$ cat config.mk
export PLATFORM = sky130hd
export DESIGN_NAME = admin_queue_doorbell_regs
export DESIGN_NICKNAME = d
export VERILOG_FILES = /design/src/aq_regs_pkg.sv /design/src/admin_queue_doorbell_regs.sv /design/src/db_decode.sv /design/src/sq_tail_slot.sv
export SDC_FILE = /design/constraint.sdc
export NUM_CORES = 2
export LEC_CHECK = 0
export ABC_CLOCK_PERIOD_IN_PS = 7300
export BUFFER_PORTS_ARGS = -buffer_cell sky130_fd_sc_hd__buf_2
export CORE_ASPECT_RATIO = 1.75
export CORE_UTILIZATION = 35
export CTS_CLUSTER_DIAMETER = 120
export DETAILED_ROUTE_END_ITERATION = 10
export PLACE_DENSITY_LB_ADDON = 0.08
export SYNTH_ARGS = -nofsm -noshare
export SYNTH_HDL_FRONTEND = slang
export SYNTH_SLANG_ARGS = --single-unit
export TNS_END_PERCENT = 10
$ cat constraint.sdc
create_clock -name clk_i -period 7.3 [get_ports clk_i]
set_input_delay 1.46 -clock clk_i [delete_from_list [all_inputs] [get_ports clk_i]]
set_output_delay 1.46 -clock clk_i [all_outputs]
set_load 0.02 [all_outputs]
$ cat src/aq_regs_pkg.sv
// shared constants and carrier types for the admin queue and doorbell regs
package aq_regs_pkg;

    ////////////////////////////////////////////////////////////////////////
    // sizes
    localparam int unsigned NUM_SQ = 4; // submission queues with a doorbell
    localparam int unsigned QID_W = 2; // bits to pick one of NUM_SQ
    localparam int unsigned ADDR_W = 16; // register byte address width
    localparam int unsigned DATA_W = 32; // register data width
    localparam int unsigned SIZE_W = 12; // 0's based queue size field
    localparam int unsigned TAIL_W = 16; // tail pointer field
    localparam int unsigned CNT_W = 13; // entry counts up to 4096
    localparam int unsigned BASE_W = 52; // base address bits 63:12
    localparam int unsigned STRIDE_W = 4; // doorbell stride input
    localparam int unsigned MPS_W = 4; // memory page size input
    localparam int unsigned VEC_W = 11; // interrupt vector number

    ////////////////////////////////////////////////////////////////////////
    // byte offsets
    localparam logic [ADDR_W-1:0] OFF_AQA = 16'h0024;
    localparam logic [ADDR_W-1:0] OFF_ASQ_LO = 16'h0028;
    localparam logic [ADDR_W-1:0] OFF_ASQ_HI = 16'h002c;
    localparam logic [ADDR_W-1:0] OFF_ACQ_LO = 16'h0030;
    localparam logic [ADDR_W-1:0] OFF_ACQ_HI = 16'h0034;
    localparam logic [ADDR_W-1:0] OFF_DB_BASE = 16'h1000;

    ////////////////////////////////////////////////////////////////////////
    // field positions
    localparam int unsigned ADMIN_CQ_SIZE_LSB = 16;
    localparam int unsigned ADMIN_CQ_SIZE_MSB = 27;
    localparam int unsigned ADMIN_SQ_SIZE_LSB = 0;
    localparam int unsigned ADMIN_SQ_SIZE_MSB = 11;
    localparam int unsigned BASE_LSB = 12; // low twelve bits read zero
    localparam int unsigned DB_UNIT_SHIFT = 2; // one doorbell is 4 << stride
    localparam logic [DATA_W-1:0] AQA_WMASK = 32'h0fff0fff;

    ////////////////////////////////////////////////////////////////////////
    // reset values and fixed identities
    localparam logic [DATA_W-1:0] AQA_RESET = 32'h00000000;
    localparam logic [BASE_W-1:0] BASE_RESET = 52'h0000000000000;
    localparam logic [TAIL_W-1:0] TAIL_RESET = 16'h0000;
    localparam logic [SIZE_W-1:0] HEAD_RESET = 12'h000;
    localparam logic [CNT_W-1:0] CNT_RESET = 13'h0000;
    localparam logic [SIZE_W-1:0] MIN_SIZE_M1 = 12'h001; // two entries
    localparam logic [15:0] ADMIN_QID = 16'h0000;
    localparam logic [VEC_W-1:0] ADMIN_CQ_VECTOR = 11'h000;

    ////////////////////////////////////////////////////////////////////////
    // register access carriers
    typedef struct packed {
        logic valid; // access in this cycle
        logic write; // 1 write, 0 read
        logic [ADDR_W-1:0] addr; // byte address, dword aligned
        logic [DATA_W-1:0] wdata; // write data
    } reg_req_type;

    typedef struct packed {
        logic ack; // one cycle after the access
        logic [DATA_W-1:0] rdata; // read data, zero for writes
    } reg_rsp_type;

endpackage : aq_regs_pkg

$ cat src/admin_queue_doorbell_regs.sv
// admin queue attribute/base registers and submission tail doorbells
`timescale 1ns/1ns
module admin_queue_doorbell_regs (
    input wire logic clk_i,
    input wire logic rst_n_i,
    // memory-mapped register access
    input wire aq_regs_pkg::reg_req_type reg_req_i,
    output aq_regs_pkg::reg_rsp_type reg_rsp_o,
    // controller configuration seen by this block
    input wire logic [aq_regs_pkg::STRIDE_W-1:0] doorbell_stride_i,
    input wire logic [aq_regs_pkg::MPS_W-1:0] memory_page_size_i,
    input wire logic [aq_regs_pkg::NUM_SQ-1:0] sq_alloc_i,
    input wire logic [aq_regs_pkg::NUM_SQ-1:0][aq_regs_pkg::SIZE_W-1:0]
        io_sq_size_m1_i,
    input wire logic [aq_regs_pkg::NUM_SQ-1:0] sq_head_adv_i,
    // completion routing request from the command engine
    input wire logic cpl_req_i,
    input wire logic [aq_regs_pkg::QID_W-1:0] cpl_sq_id_i,
    input wire logic [15:0] cpl_io_cq_id_i,
    input wire logic [aq_regs_pkg::VEC_W-1:0] cpl_io_vector_i,
    // admin queue setup
    output logic [63:0] admin_sq_base_o,
    output logic [63:0] admin_cq_base_o,
    output logic [aq_regs_pkg::SIZE_W-1:0] admin_sq_size_o,
    output logic [aq_regs_pkg::SIZE_W-1:0] admin_cq_size_o,
    output logic admin_size_ok_o,
    output logic admin_base_aligned_o,
    output logic [15:0] admin_qid_o,
    output logic [aq_regs_pkg::VEC_W-1:0] admin_cq_vector_o,
    output logic [aq_regs_pkg::NUM_SQ-1:0] sq_is_admin_o,
    // per queue doorbell state
    output logic [aq_regs_pkg::NUM_SQ-1:0] sq_notify_o,
    output logic [aq_regs_pkg::NUM_SQ-1:0][aq_regs_pkg::CNT_W-1:0]
        sq_added_o,
    output logic [aq_regs_pkg::NUM_SQ-1:0][aq_regs_pkg::CNT_W-1:0]
        sq_pending_o,
    output logic [aq_regs_pkg::NUM_SQ-1:0][aq_regs_pkg::SIZE_W-1:0]
        sq_head_o,
    // completion routing answer
    output logic cpl_valid_o,
    output logic [15:0] cpl_cq_id_o,
    output logic [aq_regs_pkg::VEC_W-1:0] cpl_vector_o
);

    ////////////////////////////////////////////////////////////////////////
    // declarations
    logic [aq_regs_pkg::DATA_W-1:0] aqa_q; // both size fields
    logic [aq_regs_pkg::BASE_W-1:0] asq_base_q; // submission base 63:12
    logic [aq_regs_pkg::BASE_W-1:0] acq_base_q; // completion base 63:12
    logic wr; // write accepted this cycle
    logic db_hit; // address falls on a doorbell
    logic db_sq; // tail doorbell rather than head doorbell
    logic [aq_regs_pkg::QID_W-1:0] db_qid; // queue addressed
    logic [aq_regs_pkg::NUM_SQ-1:0] db_wr; // per queue tail write
    logic [aq_regs_pkg::NUM_SQ-1:0] alloc; // queues that exist
    logic [aq_regs_pkg::NUM_SQ-1:0][aq_regs_pkg::TAIL_W-1:0] tail;
    logic [aq_regs_pkg::NUM_SQ-1:0][aq_regs_pkg::SIZE_W-1:0] slot_size;
    logic [aq_regs_pkg::DATA_W-1:0] rdata_d; // read mux
    logic [aq_regs_pkg::BASE_W-1:0] page_mask; // bits a page must clear
    aq_regs_pkg::reg_rsp_type rsp_q; // registered answer
    logic size_ok_q;
    logic aligned_q;
    logic cpl_valid_q;
    logic [15:0] cpl_cq_id_q;
    logic [aq_regs_pkg::VEC_W-1:0] cpl_vector_q;
    logic [15:0] qid_q;
    logic [aq_regs_pkg::VEC_W-1:0] vector_q;
    logic [aq_regs_pkg::NUM_SQ-1:0] is_admin_q;

    // no wait states
    assign wr = reg_req_i.valid && reg_req_i.write;

    ////////////////////////////////////////////////////////////////////////
    // doorbell decode
    // combinational
    db_decode u_db_decode (
        .addr_i(reg_req_i.addr),
        .stride_i(doorbell_stride_i),
        .hit_o(db_hit),
        .sq_o(db_sq),
        .qid_o(db_qid)
    );

    // alloc gates writes
    // the admin queue always exists; others only once created
    always_comb begin
        alloc = sq_alloc_i;
        alloc[0] = 1'b1;
    end

    ////////////////////////////////////////////////////////////////////////
    // per queue tail slots; queue 0 takes the admin size
    for (genvar i = 0; i < aq_regs_pkg::NUM_SQ; i++) begin : g_slot
        // writes to absent queues are dropped, not stored
        assign db_wr[i] = wr && db_hit && db_sq
                       && (db_qid == aq_regs_pkg::QID_W'(i)) && alloc[i];
        // admin size
        if (i == 0) begin : g_admin
            assign slot_size[i] =
                aqa_q[aq_regs_pkg::ADMIN_SQ_SIZE_MSB:aq_regs_pkg::ADMIN_SQ_SIZE_LSB];
        end else begin : g_io
            assign slot_size[i] = io_sq_size_m1_i[i];
        end
        // one ring each
        sq_tail_slot u_slot (
            .clk_i(clk_i),
            .rst_n_i(rst_n_i),
            .wr_i(db_wr[i]),
            .wdata_i(reg_req_i.wdata[aq_regs_pkg::TAIL_W-1:0]),
            .size_m1_i(slot_size[i]),
            .head_adv_i(sq_head_adv_i[i]),
            .tail_o(tail[i]),
            .head_o(sq_head_o[i]),
            .pending_o(sq_pending_o[i]),
            .added_o(sq_added_o[i]),
            .notify_o(sq_notify_o[i])
        );
    end

    ////////////////////////////////////////////////////////////////////////
    // queue attributes: only the two size fields hold bits
    always_ff @(posedge clk_i) begin
        if (!rst_n_i) begin
            // zero sizes
            aqa_q <= aq_regs_pkg::AQA_RESET;
        end else if (wr && (reg_req_i.addr == aq_regs_pkg::OFF_AQA)) begin
            // reserved 31:28 and 15:12 stay zero
            aqa_q <= reg_req_i.wdata & aq_regs_pkg::AQA_WMASK;
        end
    end

    ////////////////////////////////////////////////////////////////////////
    // admin submission base, written as two dwords
    always_ff @(posedge clk_i) begin
        if (!rst_n_i) begin
            // base zero
            asq_base_q <= aq_regs_pkg::BASE_RESET;
        end else if (wr && (reg_req_i.addr == aq_regs_pkg::OFF_ASQ_LO)) begin
            // bits 11:0 of the write are discarded
            asq_base_q[19:0] <= reg_req_i.wdata[31:aq_regs_pkg::BASE_LSB];
        end else if (wr && (reg_req_i.addr == aq_regs_pkg::OFF_ASQ_HI)) begin
            // high dword
            asq_base_q[51:20] <= reg_req_i.wdata;
        end
    end

    ////////////////////////////////////////////////////////////////////////
    // admin completion base, written as two dwords
    always_ff @(posedge clk_i) begin
        if (!rst_n_i) begin
            // base zero
            acq_base_q <= aq_regs_pkg::BASE_RESET;
        end else if (wr && (reg_req_i.addr == aq_regs_pkg::OFF_ACQ_LO)) begin
            // drop 11:0
            acq_base_q[19:0] <= reg_req_i.wdata[31:aq_regs_pkg::BASE_LSB];
        end else if (wr && (reg_req_i.addr == aq_regs_pkg::OFF_ACQ_HI)) begin
            // high dword
            acq_base_q[51:20] <= reg_req_i.wdata;
        end
    end

    ////////////////////////////////////////////////////////////////////////
    // read mux; unmapped offsets read zero
    always_comb begin
        rdata_d = 32'h00000000;
        // exact match
        unique case (reg_req_i.addr)
            aq_regs_pkg::OFF_AQA: rdata_d = aqa_q;
            aq_regs_pkg::OFF_ASQ_LO: begin
                rdata_d = {asq_base_q[19:0], 12'h000};
            end
            aq_regs_pkg::OFF_ASQ_HI: rdata_d = asq_base_q[51:20];
            aq_regs_pkg::OFF_ACQ_LO: begin
                rdata_d = {acq_base_q[19:0], 12'h000};
            end
            aq_regs_pkg::OFF_ACQ_HI: rdata_d = acq_base_q[51:20];
            default: begin
                // tails read back for debug, upper half zero
                if (db_hit && db_sq) begin
                    rdata_d = {16'h0000, tail[db_qid]};
                end
            end
        endcase
    end

    ////////////////////////////////////////////////////////////////////////
    // one-cycle answer to every access
    always_ff @(posedge clk_i) begin
        if (!rst_n_i) begin
            // no ack in reset
            rsp_q <= '0;
        end else begin
            // ack every access
            rsp_q.ack <= reg_req_i.valid;
            // writes answer zero so a stale read never leaks through
            rsp_q.rdata <= (reg_req_i.valid && !reg_req_i.write)
                         ? rdata_d : 32'h00000000;
        end
    end

    ////////////////////////////////////////////////////////////////////////
    // setup checks; misuse is flagged, never corrected
    always_comb begin
        // below the page
        page_mask = (52'h0000000000001 << memory_page_size_i)
                  - 52'h0000000000001;
    end

    always_ff @(posedge clk_i) begin
        if (!rst_n_i) begin
            // zero is aligned
            size_ok_q <= 1'b0;
            aligned_q <= 1'b1;
        end else begin
            // two entries at least; 4096 is the field's ceiling
            size_ok_q <= (aqa_q[aq_regs_pkg::ADMIN_SQ_SIZE_MSB:aq_regs_pkg::ADMIN_SQ_SIZE_LSB]
                          >= aq_regs_pkg::MIN_SIZE_M1)
                      && (aqa_q[aq_regs_pkg::ADMIN_CQ_SIZE_MSB:aq_regs_pkg::ADMIN_CQ_SIZE_LSB]
                          >= aq_regs_pkg::MIN_SIZE_M1);
            aligned_q <= ((asq_base_q & page_mask) == aq_regs_pkg::BASE_RESET)
                      && ((acq_base_q & page_mask)
                          == aq_regs_pkg::BASE_RESET);
        end
    end

    ////////////////////////////////////////////////////////////////////////
    // fixed admin identity, vector and arbitration marking
    always_ff @(posedge clk_i) begin
        if (!rst_n_i) begin
            // fixed in reset
            qid_q <= aq_regs_pkg::ADMIN_QID;
            vector_q <= aq_regs_pkg::ADMIN_CQ_VECTOR;
            is_admin_q <= '0;
        end else begin
            qid_q <= aq_regs_pkg::ADMIN_QID;
            vector_q <= aq_regs_pkg::ADMIN_CQ_VECTOR;
            // arbiter applies its own scheme to the marked queue
            is_admin_q <= {{(aq_regs_pkg::NUM_SQ-1){1'b0}}, 1'b1};
        end
    end

    ////////////////////////////////////////////////////////////////////////
    // completion routing: admin commands always land in queue 0
    always_ff @(posedge clk_i) begin
        if (!rst_n_i) begin
            // admin route
            cpl_valid_q <= 1'b0;
            cpl_cq_id_q <= aq_regs_pkg::ADMIN_QID;
            cpl_vector_q <= aq_regs_pkg::ADMIN_CQ_VECTOR;
        end else begin
            cpl_valid_q <= cpl_req_i;
            if (cpl_req_i) begin
                if (cpl_sq_id_i == '0) begin
                    cpl_cq_id_q <= aq_regs_pkg::ADMIN_QID;
                    cpl_vector_q <= aq_regs_pkg::ADMIN_CQ_VECTOR;
                end else begin
                    // io route
                    cpl_cq_id_q <= cpl_io_cq_id_i;
                    cpl_vector_q <= cpl_io_vector_i;
                end
            end
        end
    end

    ////////////////////////////////////////////////////////////////////////
    // outputs
    // all from flops
    assign reg_rsp_o = rsp_q;
    assign admin_sq_base_o = {asq_base_q, 12'h000};
    assign admin_cq_base_o = {acq_base_q, 12'h000};
    assign admin_sq_size_o =
        aqa_q[aq_regs_pkg::ADMIN_SQ_SIZE_MSB:aq_regs_pkg::ADMIN_SQ_SIZE_LSB];
    assign admin_cq_size_o =
        aqa_q[aq_regs_pkg::ADMIN_CQ_SIZE_MSB:aq_regs_pkg::ADMIN_CQ_SIZE_LSB];
    assign admin_size_ok_o = size_ok_q;
    assign admin_base_aligned_o = aligned_q;
    assign admin_qid_o = qid_q;
    assign admin_cq_vector_o = vector_q;
    assign sq_is_admin_o = is_admin_q;
    assign cpl_valid_o = cpl_valid_q;
    assign cpl_cq_id_o = cpl_cq_id_q;
    assign cpl_vector_o = cpl_vector_q;

endmodule : admin_queue_doorbell_regs

$ cat src/db_decode.sv
// doorbell address decoder: byte address and stride to queue and kind
`timescale 1ns/1ns
module db_decode (
    input wire logic [aq_regs_pkg::ADDR_W-1:0] addr_i,
    input wire logic [aq_regs_pkg::STRIDE_W-1:0] stride_i,
    output logic hit_o,
    output logic sq_o,
    output logic [aq_regs_pkg::QID_W-1:0] qid_o
);

    logic [aq_regs_pkg::ADDR_W-1:0] rel; // offset into the doorbell area
    logic [4:0] shift; // log2 of one doorbell's span
    logic [31:0] mask; // bits below one doorbell span
    logic [31:0] idx; // doorbell slot number, 2y or 2y+1

    ////////////////////////////////////////////////////////////////////////
    // slot = (addr - 1000h) / (4 << stride); even slots are tails
    always_comb begin
        rel = addr_i - aq_regs_pkg::OFF_DB_BASE;
        shift = 5'(aq_regs_pkg::DB_UNIT_SHIFT) + {1'b0, stride_i};
        mask = (32'h00000001 << shift) - 32'h00000001;
        idx = {16'h0000, rel} >> shift;
        sq_o = ~idx[0];
        qid_o = idx[aq_regs_pkg::QID_W:1]; // y = slot / 2
        // misaligned or past the last queue: not a doorbell
        hit_o = (addr_i >= aq_regs_pkg::OFF_DB_BASE)
              && (({16'h0000, rel} & mask) == 32'h00000000)
              && ((idx >> (aq_regs_pkg::QID_W + 1)) == 32'h00000000);
    end

endmodule : db_decode

$ cat src/sq_tail_slot.sv
// one submission queue: tail doorbell, internal head, ring counts
`timescale 1ns/1ns
module sq_tail_slot (
    input wire logic clk_i,
    input wire logic rst_n_i,
    input wire logic wr_i,
    input wire logic [aq_regs_pkg::TAIL_W-1:0] wdata_i,
    input wire logic [aq_regs_pkg::SIZE_W-1:0] size_m1_i,
    input wire logic head_adv_i,
    output logic [aq_regs_pkg::TAIL_W-1:0] tail_o,
    output logic [aq_regs_pkg::SIZE_W-1:0] head_o,
    output logic [aq_regs_pkg::CNT_W-1:0] pending_o,
    output logic [aq_regs_pkg::CNT_W-1:0] added_o,
    output logic notify_o
);

    logic [aq_regs_pkg::TAIL_W-1:0] tail_q; // last written tail
    logic [aq_regs_pkg::TAIL_W-1:0] tail_d;
    logic [aq_regs_pkg::SIZE_W-1:0] head_q; // consumer position
    logic [aq_regs_pkg::SIZE_W-1:0] head_d;
    logic [aq_regs_pkg::CNT_W-1:0] pending_q; // entries still queued
    logic [aq_regs_pkg::CNT_W-1:0] added_q; // entries added by the write one cycle back, else zero
    logic notify_q; // one cycle after a doorbell write

    ////////////////////////////////////////////////////////////////////////
    // distance from one ring position to another, modulo size+1
    function automatic logic [aq_regs_pkg::CNT_W-1:0] ring_dist(
        input logic [aq_regs_pkg::SIZE_W-1:0] to_p,
        input logic [aq_regs_pkg::SIZE_W-1:0] from_p,
        input logic [aq_regs_pkg::SIZE_W-1:0] size_m1
    );
        logic [13:0] span;
        logic [13:0] raw;
        span = {2'b00, size_m1} + 14'h0001;
        if (to_p >= from_p) begin
            raw = {2'b00, to_p} - {2'b00, from_p};
        end else begin
            // pointer rolled over zero since from_p
            raw = {2'b00, to_p} + span - {2'b00, from_p};
        end
        ring_dist = raw[aq_regs_pkg::CNT_W-1:0];
    endfunction : ring_dist

    ////////////////////////////////////////////////////////////////////////
    // next tail and head
    always_comb begin
        tail_d = tail_q;
        if (wr_i) begin
            tail_d = wdata_i; // overwrite, no accumulation
        end
        head_d = head_q;
        // head only moves while something is queued
        if (head_adv_i && (pending_q != aq_regs_pkg::CNT_RESET)) begin
            if (head_q >= size_m1_i) begin
                head_d = aq_regs_pkg::HEAD_RESET; // roll to zero
            end else begin
                head_d = head_q + 12'h001;
            end
        end
    end

    ////////////////////////////////////////////////////////////////////////
    // tail and head registers
    always_ff @(posedge clk_i) begin
        if (!rst_n_i) begin
            tail_q <= aq_regs_pkg::TAIL_RESET;
            head_q <= aq_regs_pkg::HEAD_RESET;
        end else begin
            tail_q <= tail_d;
            head_q <= head_d;
        end
    end

    ////////////////////////////////////////////////////////////////////////
    // pending count; equal pointers mean empty, giving zero
    always_ff @(posedge clk_i) begin
        if (!rst_n_i) begin
            pending_q <= aq_regs_pkg::CNT_RESET;
        end else begin
            pending_q <= ring_dist(tail_d[aq_regs_pkg::SIZE_W-1:0],
                                   head_d, size_m1_i);
        end
    end

    ////////////////////////////////////////////////////////////////////////
    // new-command notice and count of commands added
    always_ff @(posedge clk_i) begin
        if (!rst_n_i) begin
            added_q <= aq_regs_pkg::CNT_RESET;
            notify_q <= 1'b0;
        end else begin
            notify_q <= wr_i; // new work waiting
            if (wr_i) begin
                // new tail minus old tail, wrap allowed
                added_q <= ring_dist(wdata_i[aq_regs_pkg::SIZE_W-1:0],
                                     tail_q[aq_regs_pkg::SIZE_W-1:0],
                                     size_m1_i);
            end else begin
                added_q <= aq_regs_pkg::CNT_RESET;
            end
        end
    end

    assign tail_o = tail_q;
    assign head_o = head_q;
    assign pending_o = pending_q;
    assign added_o = added_q;
    assign notify_o = notify_q;

endmodule : sq_tail_slot

# ---- Word level (Yosys, flattened, before mapping)
# Index checks and enable logic that the tools add are counted.
dict set report totals {
  rom_bits 0
  ramBits 0
  input_bits 146
  register_bits 412
  latch_bits 0
  wordCells 176
  mem_count 0
}
dict set report op_classes {
  add_sub_neg 36
  mul 0
  mux 27
  n_div 0
  eq_ne 8
  bitwise 6
  shifts 3
  n_reduce_logical 43
  n_lt_le_gt_ge 16
}
# operator count
set ops {}
lappend ops {{32-bit one-hot mux with 5 select lines} 1}
lappend ops {{12-bit >= comparator} 12}
lappend ops {{12-bit 2-to-1 mux} 12}
lappend ops {{12-bit by 13-bit adder with 13-bit output} 8}
lappend ops {{52-bit AND} 2}
lappend ops {{52-bit logical NOT} 2}
lappend ops {{13-bit 2-to-1 mux} 8}
lappend ops {{12-bit by 12-bit subtractor with 13-bit output} 8}
lappend ops {{13-bit by 12-bit subtractor with 13-bit output} 8}
lappend ops {{16-bit by 6-bit == test with 1-bit output (second input constant)} 5}
lappend ops {{32-bit logical NOT} 2}
lappend ops {{12-bit by 1-bit adder with 13-bit output (second input constant)} 4}
lappend ops {{13-bit nonzero test} 4}
lappend ops {{1-bit by 4-bit << shifter with 52-bit output (first input constant)} 1}
lappend ops {{52-bit by 1-bit subtractor with 52-bit output (second input constant)} 1}
lappend ops {{12-bit by 1-bit adder with 12-bit output (second input constant)} 4}
lappend ops {{16-bit 2-to-1 mux} 3}
lappend ops {{16-bit by 32-bit AND with 32-bit output} 1}
lappend ops {{16-bit binary-select mux with 2-bit select} 1}
lappend ops {{1-bit by 5-bit << shifter with 32-bit output (first input constant)} 1}
lappend ops {{16-bit by 5-bit right shift with 32-bit output} 1}
lappend ops {{32-bit by 1-bit subtractor with 32-bit output (second input constant)} 1}
lappend ops {{1-bit logical AND} 25}
lappend ops {{12-bit by 1-bit >= comparator with 1-bit output (second input constant)} 2}
lappend ops {{12 further kinds} 22}

# ---- Longest topological paths before layout
dict set report depth {
  ltp_word 15
  ltp_mapped 28
}

# ---- Modules after synthesis
# From an unflattened synthesis, not the netlist that was laid out.
dict set report hier_totals {
  cells_unflattened 3857
  hier_area_um2 32020.7
}
# mod area_per_inst_um2 instances cells_each
set by_module_without_submodules {}
lappend by_module_without_submodules {admin_queue_doorbell_regs 9037.4 1 1016}
lappend by_module_without_submodules {{sq_tail_slot (g_slot[2].u_slot)} 5541.6 1 670}
lappend by_module_without_submodules {{sq_tail_slot (g_slot[3].u_slot)} 5465.2 1 683}
lappend by_module_without_submodules {{sq_tail_slot (g_slot[1].u_slot)} 5450.2 1 659}
lappend by_module_without_submodules {{sq_tail_slot (g_slot[0].u_slot)} 5360.1 1 666}
lappend by_module_without_submodules {db_decode 1166.1 1 163}

# ---- Worst setup path after synthesis
# Ideal clock, no wire load.
dict set report synth_timing {
  path_kind {input to register}
  from {in doorbell_stride_i[1] in the netlist's numbering}
  to {reg g_slot[0].u_slot.pending_q (netlist bit g_slot[0].u_slot.pending_o[1])}
  t_arrival_ns 6.756
  path_stages 26
  setup_time_ns 0.128
  t_required_ns 7.172
  n_path_buf 5
  path_slack_ns 0.416
  path_cell_list {ha_1 > clkbuf_1 > nor3b_1 > nand2_1 > ha_1 > clkbuf_1 > inv_1 > o311ai_0 > mux2_2 > nand2_1 > and4bb_2 > nand4_1 > buf_2 > buf_6 > mux2i_2 > inv_1 > ha_1 > nor2b_1 > o21ai_0 > a21oi_1 > o41ai_1 > o2111ai_1 > a31oi_1 > clkbuf_1 > mux2i_1 > nor2_1}
}
dict set report synth_between {
  elab_chain_len 14
  word_cells_on_any_way 20
  cone_classes {5 x add/sub; 1 x order compare; 2 x shift; 2 x mux; 2 x bitwise; 8 x reduce/logical}
}
# element line
set synth_rtl {}
lappend synth_rtl {{from (decl)} admin_queue_doorbell_regs.sv:10} ;# input wire logic [aq_regs_pkg::STRIDE_W-1:0] doorbell_stride_i,
lappend synth_rtl {{2-bit by 4-bit adder with 5-bit output *} db_decode.sv:20} ;# shift = 5'(aq_regs_pkg::DB_UNIT_SHIFT) + {1'b0, stride_i};
lappend synth_rtl {{1-bit by 5-bit << shifter with 32-bit output} db_decode.sv:21} ;# mask = (32'h00000001 << shift) - 32'h00000001;
lappend synth_rtl {{32-bit by 1-bit subtractor with 32-bit output} db_decode.sv:21}
lappend synth_rtl {{16-bit by 32-bit AND with 32-bit output} db_decode.sv:27} ;# && (({16'h0000, rel} & mask) == 32'h00000000)
lappend synth_rtl {{32-bit logical NOT} db_decode.sv:27}
lappend synth_rtl {{1-bit logical AND} db_decode.sv:27}
lappend synth_rtl {{1-bit logical AND} db_decode.sv:28} ;# && ((idx >> (aq_regs_pkg::QID_W + 1)) == 32'h00000000);
lappend synth_rtl {{1-bit logical AND (2 in a row)} admin_queue_doorbell_regs.sv:95} ;# assign db_wr[i] = wr && db_hit && db_sq
lappend synth_rtl {{1-bit logical AND *} admin_queue_doorbell_regs.sv:96} ;# && (db_qid == aq_regs_pkg::QID_W'(i)) && alloc[i];
lappend synth_rtl {{12-bit 2-to-1 mux *} sq_tail_slot.sv:48} ;# if (wr_i) begin
lappend synth_rtl {{via g_slot[0].u_slot.tail_d (one bit)} sq_tail_slot.sv:18} ;# logic [aq_regs_pkg::TAIL_W-1:0] tail_d;
lappend synth_rtl {{12-bit by 13-bit adder with 13-bit output} sq_tail_slot.sv:39} ;# raw = {2'b00, to_p} + span - {2'b00, from_p};
lappend synth_rtl {{13-bit by 12-bit subtractor with 13-bit output} sq_tail_slot.sv:39}
lappend synth_rtl {{13-bit 2-to-1 mux *} sq_tail_slot.sv:35} ;# if (to_p >= from_p) begin
lappend synth_rtl {{to (signal assigned)} sq_tail_slot.sv:78} ;# pending_q <= aq_regs_pkg::CNT_RESET;
lappend synth_rtl {{to (signal assigned)} sq_tail_slot.sv:80} ;# pending_q <= ring_dist(tail_d[aq_regs_pkg::SIZE_W-1:0],
lappend synth_rtl {{to (decl)} sq_tail_slot.sv:21} ;# logic [aq_regs_pkg::CNT_W-1:0] pending_q;
# Mark *: on every way through the listed nets, which the timed path passes. The rest lies on a longest branch.
# A chain may end at the register's enable or synchronous reset.

# ---- Final worst setup path
dict set report layout_timing {
  from {in doorbell_stride_i[1] in the netlist's numbering}
  to {reg g_slot[1].u_slot.pending_q (netlist bit g_slot[1].u_slot.pending_o[12])}
}
dict set report layout_between {
  elab_chain_len 15
  word_cells_on_any_way 21
  cone_classes {5 x add/sub; 1 x order compare; 1 x eq/ne; 2 x shift; 2 x mux; 2 x bitwise; 8 x reduce/logical}
}
# element line
set layout_rtl {}
lappend layout_rtl {{2-bit by 4-bit adder with 5-bit output *} db_decode.sv:20}
lappend layout_rtl {{1-bit by 5-bit << shifter with 32-bit output} db_decode.sv:21}
lappend layout_rtl {{32-bit by 1-bit subtractor with 32-bit output} db_decode.sv:21}
lappend layout_rtl {{16-bit by 32-bit AND with 32-bit output} db_decode.sv:27}
lappend layout_rtl {{32-bit logical NOT} db_decode.sv:27}
lappend layout_rtl {{1-bit logical AND} db_decode.sv:27}
lappend layout_rtl {{1-bit logical AND} db_decode.sv:28}
lappend layout_rtl {{1-bit logical AND (2 in a row)} admin_queue_doorbell_regs.sv:95}
lappend layout_rtl {{1-bit logical AND * (2 in a row)} admin_queue_doorbell_regs.sv:96}
lappend layout_rtl {{12-bit 2-to-1 mux *} sq_tail_slot.sv:48}
lappend layout_rtl {{12-bit by 13-bit adder with 13-bit output} sq_tail_slot.sv:39}
lappend layout_rtl {{13-bit by 12-bit subtractor with 13-bit output} sq_tail_slot.sv:39}
lappend layout_rtl {{13-bit 2-to-1 mux *} sq_tail_slot.sv:35}
lappend layout_rtl {{to (signal assigned)} sq_tail_slot.sv:78}
lappend layout_rtl {{to (signal assigned)} sq_tail_slot.sv:80}
lappend layout_rtl {{to (decl)} sq_tail_slot.sv:21}
# Every way passes the cells marked *; elsewhere a longest branch is shown, timed or not.

==> flow_summary_export.csv <==
group,metric,value,unit
logic_synthesis,post_synth_cell_types,93,
worst_setup_path,crit_path_start_kind,"input port",
drt,drtIter0Drc,1639,
die,core_region_area,0.0879,sq mm
die,ioPinCount,548,
sta,slew_headroom,26.2,%
drt,vias,28093,
drt,detail_route.first_pass.iterations,6,
worst_setup_path,worst-r2r-setup-slack,1.88,ns
clock_tree,cts-buffers-inserted,47,
worst_setup_path,cp-end-kind,"flop",
drt,top_layer_used,"met5",
sta,final_hold_viol_count,0,
sta,period_needed,6.74,ns
grt,pin_count_of_the_biggest_net_entering_global_routing,166,
logic_synthesis,avgSynthCellArea,8.37,sq um
clock_tree,tritoncts_num_sinks,412,
place,place_congestion,0.960,
worst_hold_path,min-delay-path-class,"reg2reg",
worst_hold_path,worst_hold_launch,"asq_base_q[44]",
sta,timing.clock.skew,0.0528,ns
logic_synthesis,synth-seq-cells,412,
place,dp_wirelength,91.4,mm
pwr,power_switching_share,31.9,%
logic_synthesis,async_s_r_ff_share_synth,0,%
worst_setup_path,worstSetupPathType,"in2reg",
worst_setup_path,r2r-start,"aqa_q[11]",
worst_setup_path,crit_required,7.76,ns
worst_setup_path,worstRegToRegCells,20,
worst_setup_path,cp_max_fo,20,
drt,avgViaCountPerCell,5.25,
pwr,intPower,4.53,mW
die,die_y,396,microns
sta,fin_hold_ws,0.461,ns
worst_setup_path,worst_path_max_delay_cell,"fa_1",
grt,first_global_vias,27909,
logic_synthesis,ys_seq_area_share,26.6,%
place,detailed_place.area,0.0346,sq mm
clock_tree,cts-root-to-sink-buffers,3,
pwr,final_power,6.65,mW
drt,wl_met2,59.9,mm
flow_run,max-cap-violations,0,
clock_tree,cts.reportedPaths.clkPinSlew,0.06,ns
pwr,sequentialPowerShare,35.3,%
pwr,p_clk_share,40.7,%
logic_synthesis,synth-edff-count,0,
pwr,combinationalPowerShare,24.0,%
sta,grt_setup_unrepaired,"no",
logic_synthesis,synthTopCellsByArea,"dfxtp_1 27%, ha_1 10%, fa_1 6.7%",
grt,grt_overflow_total,0,
pwr,static-leakage-power,16.5,nW
place,io_buffers,480,
place,place_inst,5266,
sta,max_clock_freq,148,MHz
sta,worst-slew-pin-transition,1.10,ns
finish,area.growth.synth_to_final,17.0,%
logic_synthesis,yosysWarnings,0,
die,core.rowCount,144,
clock_tree,cts_resized,0,
grt,overall_global_routing_resource_usage,25.6,%
sta,period_share,92.4,%
pwr,power-per-cell-area,183,mW/mm^2
finish,fill_cells,9125,
clock_tree,clock_tree_from_tritoncts,"built",
sta,pins_over_their_slew_limit,0,
finish,final_cell_mix,"479 x buf_2, 412 x dfxtp_1, 347 x nand2_1, 314 x nor2_1, 274 x inv_1",
grt,antenna_found_initial,9,
finish,layout.cells.most_common,"buf_2",
worst_setup_path,arrival,7.20,ns
die,die_x,227,microns
clock_tree,h-tree-depth,2,
clock_tree,cts_setup_buffers,0,
drt,detail-route-antenna-nets,0,
drt,remaining_drc_errors,0,
die,start_util,35.3,%
worst_setup_path,worstReg2RegEnd,"g_slot[0].u_slot.pending_o[12]",
finish,layout-drive-gt1-share,17.8,%
logic_synthesis,synth_area,0.0311,sq mm
sta,finalSetupViolations,0,
finish,post_layout_inst_area,0.0363,sq mm
clock_tree,clock_latency_on_the_worst_skew_pair,0.65,ns
grt,grt_pass1_wl,174,mm
finish,final_net_count,4653,
finish,utilization,41.3,%
logic_synthesis,post_synth_top_area_share,26.6,%
logic_synthesis,postSynth.topFlopCell,"dfxtp_1",
logic_synthesis,netlist_instances,3712,
finish,final_cells,5355,
pwr,switching_power,2.12,mW
drt,wl,117,mm
worst_hold_path,min_delay_path_depth,2,
pwr,worst_ir_drop_vdd,0.179,mV
drt,wirelength_met1,46.7,mm
drt,routedWlPerCell,21.9,microns
run_status,run_status,"finished clean",
drt,met3_wire_length,6.37,mm
worst_hold_path,worst_hold_path.endpoint,"asq_base_q[44]",
worst_setup_path,worst_path_largest_cell_delay,0.56,ns
logic_synthesis,synth.largest_area_cell,"dfxtp_1",
die,die-area,0.0900,sq mm
clock_tree,post_cts_hold_buffer_count,0,
clock_tree,clock_root_buffer,"clkbuf_16",
-- metal layers --
metal | track usage [%] | vias to the layer above
met3 | 3.96 | 183
met4 | 9.55 | 12
met5 | 0 | -
met2 | 46.5 | 844
li1 | - | 13718
met1 | 29.6 | 13336
-- cell usage after synthesis, types with 78 or more instances --
library cell,instances
xnor2_1,142
o21ai_0,149
nor3_1,78
nand3_1,95
clkbuf_1,119
fa_1,104
dfxtp_1,412
nand2_1,347
nor2_1,315
ha_1,256
nor2b_1,80
xor2_1,85
mux2i_1,156
inv_1,274
a21oi_1,267
-- state kept, by name, indices dropped and copies added (netlist names) --
| register | cells |
|---|---|
| aqa_q | 24 |
| reg_rsp_o | 33 |
| g_slot.u_slot.added_o | 52 |
| acq_base_q | 52 |
| admin_size_ok_o | 1 |
| cpl_vector_o | 11 |
| cpl_cq_id_o | 16 |
| g_slot.u_slot.head_o | 48 |
| cpl_valid_o | 1 |
| admin_base_aligned_o | 1 |
| sq_is_admin_o | 1 |
| g_slot.u_slot.notify_o | 4 |
| asq_base_q | 52 |
| g_slot.u_slot.pending_o | 52 |
| g_slot.u_slot.tail_o | 64 |
-- worst max-delay path: cells and delay by family --
family / cells / cell delay (ns)
AO/OA/AOI/OAI: 7 / 1.85
adder cells (fa/ha/maj): 4 / 1.61
AND/OR/NAND/NOR: 9 / 1.54
buffers and inverters: 3 / 0.40
multiplexers: 1 / 0.19
XOR/XNOR: 1 / 0.14
-- kinds of logic after synthesis --
family | count (synthesis) | share of synthesized area [%]
adders and majority gates | 360 | 17.0
and+or+nand+nor | 1241 | 19.6
AOI/OAI and AO/OA | 771 | 16.2
other | 1 | 0.0121
buffers and inverters | 485 | 6.85
xor gates and xnor gates | 227 | 6.40
DFF | 412 | 26.6
muxes | 215 | 7.41
-- layout make-up --
type	count	area, sq um	share of cell area (%)
multi-input cells	2868	20900	57.6
flip-flops and latches	412	8250	22.7
repair buffers	542	2910	8.00
well taps	1168	1460	4.02
clock buffers	61	1300	3.57
inverters	276	1040	2.87
clock inverters	25	448	1.23
diodes	3	7.51	0.0207
-- power by group through the flow --
| stage | registers, mW | logic [mW] | clock network, mW |
|---|---|---|---|
| final | 2.35 | 1.60 | 2.71 |
| after global routing | 2.35 | 1.77 | 2.86 |
| after CTS | 2.35 | 1.61 | 2.78 |
| after detailed placement | 2.40 | 1.60 | 0 |
| after global placement | 2.40 | 1.60 | 0 |
| after floorplan | 2.46 | 1.06 | 0 |
-- stage by stage --
step | TNS [ns] | setup WS [ns]
floorplan | 0 | 0.416
global placement | 0 | 0.174
detailed placement | -0.0774 | -0.0774
CTS | 0 | 0.526
global route | 0 | 0.145
finish | 0 | 0.558
-- how the worst max path moves through the flow --
| stage | from | to | slack [ns] | depth (start not counted) |
|---|---|---|---|---|
| after floorplan | doorbell_stride_i[1] | g_slot[0].u_slot.pending_o[1] | 0.42 | 26 |
| after global placement | doorbell_stride_i[1] | g_slot[1].u_slot.pending_o[12] | 0.17 | 25 |
| after detailed placement | doorbell_stride_i[1] | g_slot[1].u_slot.pending_o[12] | -0.08 | 25 |
| after CTS | doorbell_stride_i[1] | g_slot[1].u_slot.pending_o[12] | 0.53 | 25 |
| after global routing | doorbell_stride_i[1] | g_slot[1].u_slot.pending_o[12] | 0.14 | 25 |
| final | doorbell_stride_i[1] | g_slot[1].u_slot.pending_o[12] | 0.56 | 25 |
No activity file was read; power rests on OpenSTA's default activity.
